==> src/common/hub_boot_pkg.sv <==
// package for the hub boot mode sequencer: stage codes, carriers, constants
// assumes a single 20 MHz core clock and synchronous strap and pin inputs
package hub_boot_pkg;
    // one-hot boot stage codes
    typedef enum logic [10:0] {
        ST_STANDBY  = 11'h001, // chip reset held
        ST_INIT     = 11'h002, // internal init, pll lock
        ST_SPI      = 11'h004, // flash signature probe
        ST_CFG_RD   = 11'h008, // rom defaults then strap override
        ST_STRAP    = 11'h010, // interface strap and pull-up sample
        ST_SOC_CFG  = 11'h020, // soc configures over smbus
        ST_OTP_CFG  = 11'h040, // merge of all configuration
        ST_IDLE     = 11'h080, // configured, waiting for vbus
        ST_CHG_DET  = 11'h100, // charger_detect_stage
        ST_CONNECT  = 11'h200, // upstream connect
        ST_NORMAL   = 11'h400  // full usb operation
    } stage_t;

    // firmware signature stored in flash, ascii text
    localparam logic [31:0] FLASH_SIG = 32'h3244_4655;
    // byte address of the signature in flash
    localparam logic [15:0] SIG_ADDR = 16'hFFFA;
    // execution start address when flash is used
    localparam logic [15:0] EXEC_ADDR = 16'h0000;
    // end-of-configuration register written by the soc
    localparam logic [7:0] END_CFG_REG = 8'hFF;
    // interface strap code for smbus target setting
    localparam logic [2:0] SMB_TARGET_CODE = 3'h2;
    // pll lock wait, in ns, and derived cycles at 50 ns
    localparam int PLL_LOCK_NS = 1000;
    localparam int CLK_NS = 50;
    localparam int PLL_LOCK_CYC = (PLL_LOCK_NS + CLK_NS - 1) / CLK_NS;
    localparam logic [7:0] PLL_LOCK_CNT = 8'(PLL_LOCK_CYC);
    // reset values of configuration words
    localparam logic [15:0] CFG_RESET = 16'h0000;

    // flash probe request to the spi engine
    typedef struct packed {
        logic        req;      // start a read
        logic [15:0] addr;     // flash byte address
        logic        dual;     // dual-bit transfer
        logic        mode3;    // clock mode 3 rather than 0
    } flash_req_t;

    // configuration contributions
    typedef struct packed {
        logic [15:0] rom;      // internal rom defaults
        logic [15:0] strap;    // strap override values
        logic [15:0] strap_en; // which bits straps override
        logic [15:0] soc;      // soc written values
        logic [15:0] soc_en;   // which bits soc wrote
        logic [15:0] otp;      // otp values
        logic [15:0] otp_en;   // which bits otp programs
    } cfg_src_t;
endpackage : hub_boot_pkg

==> src/logic/hub_boot_mode_sequencer.sv <==
// boot stage sequencer of a multi-port usb hub controller
// assumes straps and pins synchronous to i_core_clk; spi engine answers done
// Functional notes
// - reset low: standby, ports high-z, pll halted
// - standby disables ports, clears all settings
// - reset high: hub mode through boot stages
// - first stage resets, locks pll, loads defaults
// - spi strap: probe flash signature at top
// - valid signature runs flash, else internal rom
// - no spi strap skips probe to rom
// - flash supports single, dual, modes 0 and 3
// - config read: rom defaults then strap override
// - smbus target strap plus pull-ups: soc stage
// - soc stage waits with no timeout
// - otp merge combines rom, soc, otp data
// - configured: idle then suspend without vbus
// - vbus: charger detect if enabled, else connect
// - connect after charger detect, held while vbus
// - normal mode holds until system changes mode or vbus drops
// - otp over usb at runtime, smbus soc only
// - usb host may override battery charging
// - target strap with both pull-ups makes smbus a configuration target
module hub_boot_mode_sequencer (
    input wire logic i_core_clk,
    input wire logic i_rst_n,
    input wire logic i_spi_strap,
    input wire logic [2:0] i_iface_strap,
    input wire logic i_mgmt_serial_data_pin,
    input wire logic i_mgmt_serial_clock_pin,
    input wire logic i_pll_clk_valid,
    input wire logic i_pll_locked,
    input wire logic i_flash_dual,
    input wire logic i_flash_mode3,
    input wire logic i_flash_done,
    input wire logic [31:0] i_flash_data,
    input wire hub_boot_pkg::cfg_src_t i_cfg_src,
    input wire logic i_soc_wr,
    input wire logic [7:0] i_soc_wr_addr,
    input wire logic i_vbus,
    input wire logic i_bc_enable,
    input wire logic i_chg_det_done,
    input wire logic i_host_bc_wr,
    input wire logic i_host_bc_val,
    input wire logic i_host_otp_req,
    input wire logic i_smb_otp_req,
    input wire logic i_mode_change,
    output logic [10:0] o_stage,
    output logic o_pll_run,
    output logic o_ports_enable,
    output logic o_flash_exec,
    output logic [15:0] o_exec_addr,
    output hub_boot_pkg::flash_req_t o_flash_req,
    output logic o_smb_target,
    output logic [15:0] o_cfg,
    output logic o_cfg_valid,
    output logic o_suspend,
    output logic o_usb_connect,
    output logic o_otp_grant_usb,
    output logic o_otp_grant_smb,
    output logic o_bc_active
);
    // reset synchroniser, first stage read only by the second
    logic rst_meta_q;
    logic rst_sync_q;

    // stage register and its next value
    hub_boot_pkg::stage_t stage_q;
    hub_boot_pkg::stage_t stage_d;
    // pll lock wait counter
    logic [7:0] lock_cnt_q;
    // smbus pull-up decision latched once
    logic smb_pullup_q;
    // merged configuration staging
    logic [15:0] cfg_q;
    // battery charging enable, host may override
    logic bc_en_q;
    // flash request has been issued
    logic probe_sent_q;

    // applies an override word under its enable mask
    function automatic logic [15:0] overlay(input logic [15:0] base,
                                            input logic [15:0] val,
                                            input logic [15:0] en);
        overlay = (base & ~en) | (val & en);
    endfunction : overlay

    // decode of strap and pin conditions
    wire strap_target = (i_iface_strap == hub_boot_pkg::SMB_TARGET_CODE);
    wire both_pullups = i_mgmt_serial_data_pin & i_mgmt_serial_clock_pin;
    wire sig_ok = (i_flash_data == hub_boot_pkg::FLASH_SIG);
    wire end_cfg_wr = i_soc_wr & (i_soc_wr_addr == hub_boot_pkg::END_CFG_REG);
    wire lock_done = (lock_cnt_q == hub_boot_pkg::PLL_LOCK_CNT);
    wire [15:0] cfg_rd_val = overlay(i_cfg_src.rom, i_cfg_src.strap, i_cfg_src.strap_en);
    wire [15:0] cfg_soc_val = overlay(cfg_q, i_cfg_src.soc, i_cfg_src.soc_en);
    wire [15:0] cfg_merge = overlay(cfg_soc_val, i_cfg_src.otp, i_cfg_src.otp_en);

    // synchronise chip reset release
    always_ff @(posedge i_core_clk or negedge i_rst_n) begin
        if (!i_rst_n) begin
            rst_meta_q <= 1'b0;
            rst_sync_q <= 1'b0;
        end else begin
            rst_meta_q <= 1'b1;
            rst_sync_q <= rst_meta_q;
        end
    end

    // next stage selection
    always_comb begin
        stage_d = stage_q;
        case (stage_q)
            hub_boot_pkg::ST_STANDBY: begin
                if (rst_sync_q) stage_d = hub_boot_pkg::ST_INIT;
            end
            hub_boot_pkg::ST_INIT: begin
                // wait for lock; with no valid clock stay here
                if (lock_done && i_pll_locked) begin
                    if (i_spi_strap) stage_d = hub_boot_pkg::ST_SPI;
                    else stage_d = hub_boot_pkg::ST_CFG_RD;
                end
            end
            hub_boot_pkg::ST_SPI: begin
                // signature miss falls back to rom config read
                if (i_flash_done && !sig_ok) stage_d = hub_boot_pkg::ST_CFG_RD;
            end
            hub_boot_pkg::ST_CFG_RD: stage_d = hub_boot_pkg::ST_STRAP;
            hub_boot_pkg::ST_STRAP: begin
                if (strap_target && both_pullups) stage_d = hub_boot_pkg::ST_SOC_CFG;
                else stage_d = hub_boot_pkg::ST_OTP_CFG;
            end
            hub_boot_pkg::ST_SOC_CFG: begin
                // no timeout: only the end write leaves
                if (end_cfg_wr) stage_d = hub_boot_pkg::ST_OTP_CFG;
            end
            hub_boot_pkg::ST_OTP_CFG: stage_d = hub_boot_pkg::ST_IDLE;
            hub_boot_pkg::ST_IDLE: begin
                if (i_vbus && bc_en_q) stage_d = hub_boot_pkg::ST_CHG_DET;
                else if (i_vbus) stage_d = hub_boot_pkg::ST_CONNECT;
            end
            hub_boot_pkg::ST_CHG_DET: begin
                if (i_chg_det_done) stage_d = hub_boot_pkg::ST_CONNECT;
            end
            hub_boot_pkg::ST_CONNECT: begin
                if (!i_vbus) stage_d = hub_boot_pkg::ST_IDLE;
                else stage_d = hub_boot_pkg::ST_NORMAL;
            end
            hub_boot_pkg::ST_NORMAL: begin
                // only a system mode change or vbus loss leaves
                if (i_mode_change || !i_vbus) stage_d = hub_boot_pkg::ST_IDLE;
            end
            default: stage_d = hub_boot_pkg::ST_STANDBY;
        endcase
    end

    // stage register, standby while synchronised reset is low
    always_ff @(posedge i_core_clk or negedge i_rst_n) begin
        if (!i_rst_n) stage_q <= hub_boot_pkg::ST_STANDBY;
        else if (!rst_sync_q) stage_q <= hub_boot_pkg::ST_STANDBY;
        else stage_q <= stage_d;
    end

    // pll lock counter runs only in init with a valid clock
    always_ff @(posedge i_core_clk or negedge i_rst_n) begin
        if (!i_rst_n) lock_cnt_q <= 8'h00;
        else if (stage_q != hub_boot_pkg::ST_INIT || !i_pll_clk_valid) lock_cnt_q <= 8'h00;
        else if (!lock_done) lock_cnt_q <= lock_cnt_q + 8'h01;
    end

    // configuration build and one-time pull-up decision
    always_ff @(posedge i_core_clk or negedge i_rst_n) begin
        if (!i_rst_n) begin
            cfg_q <= hub_boot_pkg::CFG_RESET;
            smb_pullup_q <= 1'b0;
            bc_en_q <= 1'b0;
            probe_sent_q <= 1'b0;
        end else begin
            if (stage_q == hub_boot_pkg::ST_INIT) cfg_q <= hub_boot_pkg::CFG_RESET;
            if (stage_q == hub_boot_pkg::ST_CFG_RD) cfg_q <= cfg_rd_val;
            if (stage_q == hub_boot_pkg::ST_OTP_CFG) cfg_q <= cfg_merge;
            if (stage_q == hub_boot_pkg::ST_STRAP) begin
                smb_pullup_q <= strap_target & both_pullups;
            end
            if (stage_q == hub_boot_pkg::ST_OTP_CFG) bc_en_q <= i_bc_enable;
            else if (i_host_bc_wr && stage_q == hub_boot_pkg::ST_NORMAL) begin
                bc_en_q <= i_host_bc_val;
            end
            probe_sent_q <= (stage_q == hub_boot_pkg::ST_SPI);
        end
    end

    // registered outputs
    always_ff @(posedge i_core_clk or negedge i_rst_n) begin
        if (!i_rst_n) begin
            o_stage <= hub_boot_pkg::ST_STANDBY;
            o_pll_run <= 1'b0;
            o_ports_enable <= 1'b0;
            o_flash_exec <= 1'b0;
            o_exec_addr <= hub_boot_pkg::EXEC_ADDR;
            o_flash_req <= '0;
            o_smb_target <= 1'b0;
            o_cfg <= hub_boot_pkg::CFG_RESET;
            o_cfg_valid <= 1'b0;
            o_suspend <= 1'b0;
            o_usb_connect <= 1'b0;
            o_otp_grant_usb <= 1'b0;
            o_otp_grant_smb <= 1'b0;
            o_bc_active <= 1'b0;
        end else begin
            o_stage <= stage_d;
            o_pll_run <= rst_sync_q & i_pll_clk_valid;
            o_ports_enable <= (stage_d == hub_boot_pkg::ST_NORMAL) ||
                              (stage_d == hub_boot_pkg::ST_CONNECT);
            if (stage_q == hub_boot_pkg::ST_SPI && i_flash_done && sig_ok) begin
                o_flash_exec <= 1'b1;
                o_exec_addr <= hub_boot_pkg::EXEC_ADDR;
            end else if (stage_q == hub_boot_pkg::ST_STANDBY) begin
                o_flash_exec <= 1'b0;
            end
            o_flash_req.req <= (stage_q == hub_boot_pkg::ST_SPI) & ~probe_sent_q;
            o_flash_req.addr <= hub_boot_pkg::SIG_ADDR;
            o_flash_req.dual <= i_flash_dual;
            o_flash_req.mode3 <= i_flash_mode3;
            o_smb_target <= smb_pullup_q;
            o_cfg <= cfg_q;
            o_cfg_valid <= (stage_q == hub_boot_pkg::ST_IDLE) ||
                           (stage_q == hub_boot_pkg::ST_CHG_DET) ||
                           (stage_q == hub_boot_pkg::ST_CONNECT) ||
                           (stage_q == hub_boot_pkg::ST_NORMAL);
            o_suspend <= (stage_d == hub_boot_pkg::ST_IDLE) & ~i_vbus;
            o_usb_connect <= i_vbus & ((stage_d == hub_boot_pkg::ST_CONNECT) ||
                             (stage_d == hub_boot_pkg::ST_NORMAL));
            o_otp_grant_usb <= i_host_otp_req & (stage_q == hub_boot_pkg::ST_NORMAL);
            o_otp_grant_smb <= i_smb_otp_req & (stage_q == hub_boot_pkg::ST_SOC_CFG);
            o_bc_active <= bc_en_q & (stage_d == hub_boot_pkg::ST_CHG_DET);
        end
    end

    // standby after reset holds ports off and the stage in standby
    standby_hold_a: assert property (@(posedge i_core_clk)
        !rst_sync_q |=> (!o_ports_enable && stage_q == hub_boot_pkg::ST_STANDBY))
        else $error("standby not held");
    // release of reset enters init within three edges
    release_init_a: assert property (@(posedge i_core_clk) disable iff (!i_rst_n)
        $rose(rst_sync_q) |-> stage_q == hub_boot_pkg::ST_STANDBY ##1
        stage_q == hub_boot_pkg::ST_INIT)
        else $error("init not entered after release");
    // init never leaves before the lock count
    init_lock_a: assert property (@(posedge i_core_clk) disable iff (!i_rst_n)
        (stage_q == hub_boot_pkg::ST_INIT && !lock_done) |=>
        (stage_q inside {hub_boot_pkg::ST_INIT, hub_boot_pkg::ST_STANDBY}))
        else $error("left init before lock");
    // no spi strap skips the probe
    skip_probe_a: assert property (@(posedge i_core_clk) disable iff (!i_rst_n)
        (stage_q == hub_boot_pkg::ST_INIT && stage_d != stage_q && !i_spi_strap) |=>
        stage_q == hub_boot_pkg::ST_CFG_RD)
        else $error("probe not skipped");
    // valid signature turns on flash execution at start address
    flash_exec_a: assert property (@(posedge i_core_clk) disable iff (!rst_sync_q)
        (stage_q == hub_boot_pkg::ST_SPI && i_flash_done && sig_ok) |=>
        (o_flash_exec && o_exec_addr == hub_boot_pkg::EXEC_ADDR))
        else $error("flash execution not enabled");
    // strap stage branches on the target strap and pull-ups
    strap_branch_a: assert property (@(posedge i_core_clk) disable iff (!rst_sync_q)
        stage_q == hub_boot_pkg::ST_STRAP |=>
        stage_q == ($past(strap_target && both_pullups) ? hub_boot_pkg::ST_SOC_CFG
                                                   : hub_boot_pkg::ST_OTP_CFG))
        else $error("strap branch wrong");
    // soc stage holds until the end register write
    soc_wait_a: assert property (@(posedge i_core_clk) disable iff (!rst_sync_q)
        (stage_q == hub_boot_pkg::ST_SOC_CFG && !end_cfg_wr) |=>
        stage_q == hub_boot_pkg::ST_SOC_CFG)
        else $error("soc stage left early");
    // vbus from idle picks charger detect only with charging on
    vbus_branch_a: assert property (@(posedge i_core_clk) disable iff (!rst_sync_q)
        (stage_q == hub_boot_pkg::ST_IDLE && i_vbus) |=>
        stage_q == ($past(bc_en_q) ? hub_boot_pkg::ST_CHG_DET : hub_boot_pkg::ST_CONNECT))
        else $error("vbus branch wrong");
    // smbus otp grant only in soc stage
    otp_smb_a: assert property (@(posedge i_core_clk) disable iff (!i_rst_n)
        o_otp_grant_smb |-> $past(stage_q) == hub_boot_pkg::ST_SOC_CFG)
        else $error("smbus otp grant outside soc stage");
    // probe request names the signature address, only from the spi stage
    probe_addr_a: assert property (@(posedge i_core_clk) disable iff (!i_rst_n)
        o_flash_req.req |->
        (o_flash_req.addr == hub_boot_pkg::SIG_ADDR && $past(stage_q) == hub_boot_pkg::ST_SPI))
        else $error("bad flash probe request");
    // transfer width and clock mode follow the flash straps
    flash_mode_a: assert property (@(posedge i_core_clk) disable iff (!i_rst_n)
        o_flash_req.req |->
        (o_flash_req.dual == $past(i_flash_dual) && o_flash_req.mode3 == $past(i_flash_mode3)))
        else $error("flash transfer mode lost");
    // config read loads rom defaults under strap overrides
    cfg_read_a: assert property (@(posedge i_core_clk) disable iff (!rst_sync_q)
        stage_q == hub_boot_pkg::ST_CFG_RD |=>
        cfg_q == $past(cfg_rd_val))
        else $error("config read not loaded");
    // merge applies soc and otp words, then goes idle
    otp_merge_a: assert property (@(posedge i_core_clk) disable iff (!rst_sync_q)
        stage_q == hub_boot_pkg::ST_OTP_CFG |=>
        (cfg_q == $past(cfg_merge) && stage_q == hub_boot_pkg::ST_IDLE))
        else $error("merge not applied");
    // idle without vbus reports suspend
    suspend_a: assert property (@(posedge i_core_clk) disable iff (!rst_sync_q)
        (stage_d == hub_boot_pkg::ST_IDLE && !i_vbus) |=>
        o_suspend)
        else $error("suspend missing in idle");
    // finished charger detection moves to upstream connect
    chg_done_a: assert property (@(posedge i_core_clk) disable iff (!rst_sync_q)
        (stage_q == hub_boot_pkg::ST_CHG_DET && i_chg_det_done) |=>
        stage_q == hub_boot_pkg::ST_CONNECT)
        else $error("charger detect did not end");
    // usb connect only while vbus is present
    connect_vbus_a: assert property (@(posedge i_core_clk) disable iff (!i_rst_n)
        o_usb_connect |->
        $past(i_vbus))
        else $error("connect without vbus");
    // normal mode holds while vbus stays and no mode change comes
    normal_hold_a: assert property (@(posedge i_core_clk) disable iff (!rst_sync_q)
        (stage_q == hub_boot_pkg::ST_NORMAL && i_vbus && !i_mode_change) |=>
        stage_q == hub_boot_pkg::ST_NORMAL)
        else $error("normal mode left early");
    // usb otp grant only in normal operation
    otp_usb_a: assert property (@(posedge i_core_clk) disable iff (!i_rst_n)
        o_otp_grant_usb |->
        $past(stage_q) == hub_boot_pkg::ST_NORMAL)
        else $error("usb otp grant outside normal");
    // host override of charging lands in normal mode
    host_bc_a: assert property (@(posedge i_core_clk) disable iff (!rst_sync_q)
        (i_host_bc_wr && stage_q == hub_boot_pkg::ST_NORMAL) |=>
        bc_en_q == $past(i_host_bc_val))
        else $error("charging override lost");
    // pull-up decision changes only in the strap stage
    pullup_hold_a: assert property (@(posedge i_core_clk) disable iff (!rst_sync_q)
        stage_q != hub_boot_pkg::ST_STRAP |=>
        $stable(smb_pullup_q))
        else $error("pull-up decision changed");
endmodule : hub_boot_mode_sequencer

==> config.mk <==
export PLATFORM = sky130hd
export DESIGN_NAME = hub_boot_mode_sequencer
export DESIGN_NICKNAME = d
export VERILOG_FILES = /design/src/common/hub_boot_pkg.sv /design/src/logic/hub_boot_mode_sequencer.sv
export SDC_FILE = /design/constraint.sdc
export NUM_CORES = 1
export LEC_CHECK = 0
export BUFFER_PORTS_ARGS = -buffer_cell sky130_fd_sc_hd__buf_4
export CORE_MARGIN = 2
export CORE_UTILIZATION = 47
export CTS_CLUSTER_DIAMETER = 150
export CTS_CLUSTER_SIZE = 40
export DETAILED_ROUTE_END_ITERATION = 10
export PLACE_DENSITY = 0.95
export SYNTH_ARGS = -nofsm -noshare
export SYNTH_HDL_FRONTEND = slang
export SYNTH_SLANG_ARGS = --single-unit
==> constraint.sdc <==
create_clock -name i_core_clk -period 4.15 [get_ports i_core_clk]
set_input_delay 0 -clock i_core_clk [delete_from_list [all_inputs] [get_ports i_core_clk]]
set_output_delay 0 -clock i_core_clk [all_outputs]
set_load 0.02 [all_outputs]
Word-level counts from Yosys, hierarchy flattened
Index checks and enable logic that the tools add are counted.

operators by class
  bitwise gates (word level) = 24
  $add $sub $neg = 1
  reduce and logical (&&, ||, !) cells = 19
  multiplexer cells = 22
  eq/ne operators = 21

operators with widths
  cell                                                    number
  one-hot mux 11 bit (11 select lines)                    1
  two-way mux 11 bit                                      10
  bitwise AND 16 bit                                      6
  two-way mux 16 bit                                      3
  inverter 16 bit                                         3
  OR 16 bit                                               3
  == test 32 x 30 -> 1 bit, second input constant         1
  == test 11 x 10 -> 1 bit, second input constant         2
  == test 11 bit, second input constant                   2
  == test 11 x 8 -> 1 bit, second input constant          2
  == test 11 x 9 -> 1 bit, second input constant          2
  two-way mux 8 bit                                       2
  == test 11 x 1 -> 1 bit, second input constant          1
  == test 11 x 2 -> 1 bit, second input constant          1
  == test 11 x 3 -> 1 bit, second input constant          1
  == test 11 x 4 -> 1 bit, second input constant          1
  == test 11 x 5 -> 1 bit, second input constant          1
  == test 11 x 6 -> 1 bit, second input constant          1
  == test 11 x 7 -> 1 bit, second input constant          1
  inequality test 11 x 2 -> 1 bit, second input constant  1
  bitwise AND 1 bit                                       10
  adder 8 x 1 -> 8 bit, second input constant             1
  == test 8 x 5 -> 1 bit, second input constant           1
  == test 8 bit, second input constant                    1
  11 further kinds                                        29

storage, ports and cells
  word-level logic and storage cells = 111
  input bits = 174
  register bits after elaboration = 81
  output and inout bits = 72

Depth between registers and ports, before layout
Gate-level depths: netlist (run 1).

  depth in word-level cells = 8
  mapped depth = 8
  gate-level depth less buffers = 7

Worst setup path after synthesis (run 1)
Ideal clock, no wire load.

  path kind = register to register
  from = register stage_q[4]
  to = register (tool-made name)
  data arrival time = 1,975 ps
  required time = 4,024 ps
  stages on the path, launching flop included = 7
  library setup time = 126 ps
  path slack = 2,049 ps
  period minus slack after synthesis = 2,101 ps
  buffers on the path = 1
  cells stage by stage = dfrtp_1 nor4_4 nand2_4 o41ai_4 buf_6 o31ai_1 a221o_1

RTL lines
  what                    line                            text
  start, declared         hub_boot_mode_sequencer.sv:67   hub_boot_pkg::stage_t stage_q;
  start signal, assigned  hub_boot_mode_sequencer.sv:157  if (!i_rst_n) stage_q <= hub_boot_pkg::ST_STANDBY;
  start signal, assigned  hub_boot_mode_sequencer.sv:158  else if (!rst_sync_q) stage_q <= hub_boot_pkg::ST_STANDBY;
  start signal, assigned  hub_boot_mode_sequencer.sv:159  else stage_q <= stage_d;

Final worst setup path (run 1)
  from = register stage_q[4]
  to = register bc_en_q

between the ends
  word-level cells in the longest chain between the ends = 3
  elaborated cells between the ends (all ways) = 5
  classes of those cells = eq/ne: 2; mux: 1; reduce/logical: 2

ends and longest elaborated chain
  what                          line                            text
  == test 11 bit                hub_boot_mode_sequencer.sv:184  else if (i_host_bc_wr && stage_q == hub_boot_pkg::ST_NORMAL) begin
  logical AND 1 bit             hub_boot_mode_sequencer.sv:184
  nonzero test 2 bit (no line)  -
  end signal, assigned          hub_boot_mode_sequencer.sv:183  if (stage_q == hub_boot_pkg::ST_OTP_CFG) bc_en_q <= i_bc_enable;
  end signal, assigned          hub_boot_mode_sequencer.sv:185  bc_en_q <= i_host_bc_val;
  end, declared                 hub_boot_mode_sequencer.sv:76   logic bc_en_q;

Parallel ways exist; a longest one is shown, timed or not.
A chain may end at the register's enable or synchronous reset.

==> results of run 1 <==
## final timing paths
check	from	end	cells after the start
max reg2reg	stage_q[4]	bc_en_q	6
min reg2reg	flip-flop	o_cfg[14]	0
max	stage_q[4]	bc_en_q	6
min	i_cfg_src[18]	flip-flop	4
max in group asynchronous	i_rst_n	o_cfg[1]	2
min in group asynchronous	i_rst_n	o_stage[7]	2
## power by group through the flow
stage	logic, mW	registers (mW)	clock network [mW]
6_report	0.507	0.922	0.807
5_1_grt	0.546	0.934	0.848
4_1_cts	0.507	0.922	0.815
3_5_place_dp	0.491	0.937	0
3_3_place_gp	0.481	0.934	0
2_1_floorplan	0.200	0.971	0
## critical path, cell delays in order, from the launching register on
cell           delay [ns]
dfrtp_1              0.48
or4_1                0.71
nor4_2               0.51
a21oi_1              0.14
a31oi_1              0.16
a21oi_1              0.09
dlygate4sd3_1        0.58
## cell usage after synthesis (all sizes together) (3+ instances only)
library cell	number
nor4bb	4
or3	3
nor2	49
nor3	4
nand2	28
o31ai	17
nor4b	10
o21ai	11
xor2	6
nand3	11
a21oi	20
inv	7
buf	39
mux2	17
clkbuf	8
nor4	7
a221o	16
or4	3
and2	11
dfrtp	78
o22ai	4
and3	3
nand4	7
nand2b	5
## cells by family (layout without fill, tap and decap cells)
family                   after synthesis  after routing  synth area share, %
AO/OA/AOI/OAI                         79             79                 14.0
flip-flops                            80             80                 48.6
other                                  2             19                0.182
XOR/XNOR                               8              8                 1.70
buffers and inverters                 54            269                 8.25
AND/OR/NAND/NOR                      155            155                 21.9
multiplexers                          18             18                 4.88
adder cells (fa/ha/maj)                2              2                0.606
## layout make-up
class / instances / area, um^2 / share of cell area, %
clock buffers: 9 / 124 / 2.00
clock inverters: 7 / 168 / 2.70
inverters: 7 / 26.3 / 0.424
multi-input cells: 281 / 1860 / 29.9
flip-flops and latches: 80 / 2000 / 32.3
well taps: 108 / 135 / 2.18
repair buffers: 246 / 1890 / 30.5
## layer usage
metal  global-route usage [%]  vias to the layer above
li1                         -                     1845
met1                     28.9                     1868
met2                     46.0                      191
met3                     5.32                       28
met4                     9.94                        0
met5                        0                        -
## repair_timing
| action | CTS | global route |
|---|---|---|
| hold buffers | 17 | 0 |
| buffers inserted | 0 | 0 |
| hold endpoints to repair | 97 | 0 |
==> out/metrics.cfg, run 1 <==
[pwr]
seqPwrFrac_pct=41.2
powerDensity_nw_per_um2=360
total_power_mw=2.24
p_sw_share_pct=25.9
clock_power_share_pct=36.1
switchingPower_mw=0.580
leakage_nw=3.08
pwr-share-comb_pct=22.7
internal_power_mw=1.66
peakVddDrop_mv=0.229

[worst_setup_path]
worstSetupPathType=flip-flop to flip-flop
crit_fanout=7
cp.arrival_ns=3.00
end_kind=flip-flop
r2r_slack_ns=1.39
worstPathRequired_ns=4.39
cp-start-kind=flip-flop

[floorplanning]
ioPinCount=246
rows=34
core_area_um2=8640
dieWidth_um=97.7
dieArea_um2=9550
chipHeight_um=97.7
start_util_pct=47.8

[drt]
firstDrtPassIters=4
final_antenna_net_count=0
routed-wl-met3_um=765
wl_per_cell_um=16.3
drt-total-wl_um=12000
routed.top_layer=met4
viasPerCell=5.33
initialDrtViolationCount=145
dr_wl_met2_um=6420
via_count=3932
drc=0
met1Wirelength_um=4470

[job]
cap_violations=0

[grt]
grt_pass1_wl_um=19400
grt_max_degree=81
grt_pass1_vias=4146
grt_antenna_before_repair=0
gr-total-overflow=0
gr-usage-all-layers_pct=25.2

[clock_tree]
path_clk_slew_ns=0.09
cts_buffers=9
clkLatencyLatePin_ns=0.35
h-tree-depth=3
clk_path_buf_depth=2
clock-sinks=80
cts_resized=0
cts_root_buf=clkbuf_8
cts_tree=done

[finish]
post_route_cells_drive_above_1_share_pct=44.6
fin_area_um2=6200
post-route-util_pct=71.8
fillCellCount=600
antenna_cells=0
layout_commonest_cell=buf_4
syn2layout_area_growth_pct=50.3
finalNonFillerCells=738
nets=801
most-common-layout-cells=buf_4 (229), dfrtp_1 (78), nor2_1 (49)

[timing]
max_freq_mhz=362
worst_pin_slew_ns=0.993
finalCriticalPeriod_ns=2.76
period_share_pct=66.6
rsz0062_at_grt=false
finalHoldViolations=0
setup_viol=0
slew_violations=0
slew_headroom_pct=33.3
clock_skew_ns=0.0106
whs_ns=0.00703
setup_tns_ns=0
fin_ws_ns=1.39

[synthesis]
synth_flop_cell=dfrtp_1
avgSynthCellArea_um2=10.4
synth_edf_count=0
ys_warn_count=0
ys_ff_latch=80
synth_cells=398
synth_cell_types=59
synth_largest_area_cell=dfrtp_1
synthTopCellsByArea=dfrtp_1 (47%), buf_4 (5.8%), mux2_2 (4.6%)
synth_top_area_share_pct=47.3
ys_async_sr_fraction_pct=100
yosysSeqAreaShare_pct=48.6
synth.cell_area_um2=4130

[hold_path]
min_path_type=input port to flip-flop

[placed_design]
dp_cells=705
gp_congestion=0.888
placed_area_um2=5740
place_ws_ns=1.39
numPortBuffers=227
dp_hpwl_um=9110

[run_status]
status=complete, no violations

Note: power is estimated with default switching activity, not from simulation.
==> inputs of run 2 (changes only) <==
- CORE_UTILIZATION: 47 -> 40
- PLACE_DENSITY: 0.95 -> 0.87
- clock period: 4.15 -> 2.45 ns (I/O delays scaled with it)
==> run 2 against run 1 <==
First-iteration DRC count up 19%. Sequential power up 69%. Clock-buffer cell count rose by 2. Die area increased by 17%.
==> out/metrics.cfg, run 2 (synthesis gave the netlist of run 1 again) <==
[run_status]
status=complete, no violations

[pwr]
leakage_nw=3.12  ; +1.5%
total_power_mw=3.44  ; +54%
powerDensity_nw_per_um2=541  ; +50%
peakVddDrop_mv=0.338  ; +48%

[finish]
fillCellCount=839  ; +40%
most-common-layout-cells=buf_4 (234), dfrtp_1 (78), nor2_1 (49)
layout_commonest_cell=buf_4
post_route_cells_drive_above_1_share_pct=44.1  ; -0.52 points
nets=822  ; +2.6%
antenna_cells=0  ; unchanged
syn2layout_area_growth_pct=53.9
fin_area_um2=6350  ; +2.4%

[drt]
drc=0  ; unchanged
drt-total-wl_um=12500  ; +3.8%
final_antenna_net_count=0  ; unchanged
viasPerCell=5.15  ; -3.4%
wl_per_cell_um=15.8  ; -2.6%
firstDrtPassIters=6  ; +2
via_count=4051  ; +3.0%
initialDrtViolationCount=173  ; +19%

[worst_setup_path]
cp-start-kind=flip-flop
r2r_cells=6  ; unchanged
end_kind=flip-flop
worstSetupPathType=flip-flop to flip-flop
cp.arrival_ns=2.52  ; -0.48 ns
crit_fanout=16  ; +9
worstPathRequired_ns=2.67  ; -1.72 ns

[clock_tree]
clock-sinks=80  ; unchanged
h-tree-depth=3  ; unchanged
path_clk_slew_ns=0.07  ; -0.02 ns
cts_buffers=9  ; unchanged
cts_root_buf=clkbuf_8
clk_path_buf_depth=2  ; unchanged
clkLatencyLatePin_ns=0.34  ; about the same
cts_tree=done

[hold_path]
hold_depth=4  ; unchanged
min_path_type=input port to flip-flop

[floorplanning]
rows=37  ; +8.8%
dieWidth_um=106  ; +8.1%
core_area_um2=10200  ; +18%
ioPinCount=246  ; unchanged
chipHeight_um=106  ; +8.1%
dieArea_um2=11100  ; +17%
start_util_pct=40.5  ; -7.3 points

[grt]
grt_pass1_wl_um=19700  ; +1.5%
gr-total-overflow=0  ; unchanged
grt_pass1_vias=4220  ; +1.8%
gr-usage-all-layers_pct=22.4  ; -2.8 points
grt_antenna_before_repair=0  ; unchanged
grt_max_degree=81  ; unchanged

[timing]
period_share_pct=93.7  ; +27 points
fin_ws_ns=0.154  ; -1.23 ns
setup_tns_ns=0  ; unchanged
setup_viol=0  ; unchanged
finalHoldViolations=0  ; unchanged
rsz0062_at_grt=false
finalCriticalPeriod_ns=2.30  ; -0.468 ns
max_freq_mhz=435  ; +20%
slew_violations=0  ; unchanged
clock_skew_ns=0.00885  ; -0.00176 ns
worst_pin_slew_ns=0.990  ; -0.00333 ns
slew_headroom_pct=34.0  ; +0.72 points

[placed_design]
gp_congestion=0.888  ; about the same
numPortBuffers=227  ; unchanged
place_ws_ns=0.141  ; -1.25 ns
placed_area_um2=5810  ; +1.3%
dp_hpwl_um=9210  ; +1.1%

[job]
cap_violations=0  ; unchanged

[run 2: through the flow]
step / hold slack, ns / util, % / cells
finish: 0.0172 / 62.4 / 787
CTS: 0.000918 / 62.2 / 786
floorplan: -0.296 / - / 415
global route: 0.0113 / 62.4 / 787
detailed placement: 0.118 / 57.1 / 738
global placement: 0.117 / 57.1 / 738
[run 2: layout make-up]
type / instances / area, um^2 / share of cell area, %
Multi-Input combinational cell: 281 / 1860 / 29.2
Tap cell: 136 / 170 / 2.68
Inverter: 7 / 26.3 / 0.414
Timing Repair Buffer: 267 / 2090 / 32.9
Sequential cell: 80 / 2000 / 31.6
Clock buffer: 11 / 151 / 2.38
Clock inverter: 5 / 55.1 / 0.867
[run 2: critical path, cell delays in order (launching register included)]
cell	delay, ns
dfrtp_1	0.48
nor4_4	0.48
nand2_4	0.15
o41ai_4	0.37
buf_6	0.25
o31ai_1	0.10
a221o_1	0.35
[run 2: routing by layer]
layer	vias up	GRT usage (%)	share of wire, %
li1	1887	-	-
met4	0	7.71	2.5
met2	225	41.4	53
met3	30	5.38	9.0
met5	-	0	0
met1	1909	25.1	35
[run 2: final timing paths]
path | from | end | slack [ns]
max | stage_q[7] | flip-flop | 0.15
max reg2reg | stage_q[7] | flip-flop | 0.15
min reg2reg | flip-flop | o_cfg[10] | 0.38
min in group asynchronous | i_rst_n | o_stage[10] | 0.37
max in group asynchronous | i_rst_n | async pin | 1.46
min | i_cfg_src[26] | flip-flop | 0.02
[run 2: power by group]
part | internal (mW) | switching [mW]
logic | 0.469 | 0.416
registers | 1.47 | 0.0943
clock network | 0.523 | 0.466
[run 2: what timing repair did]
| action | 4_1_cts | 5_1_grt |
|---|---|---|
| resized for setup | 0 | 1 |
| setup buffers | 0 | 1 |
| endpoints found under the hold margin | 104 | 0 |
| hold buffers | 32 | 0 |
| endpoints found under the setup margin | 0 | 11 |
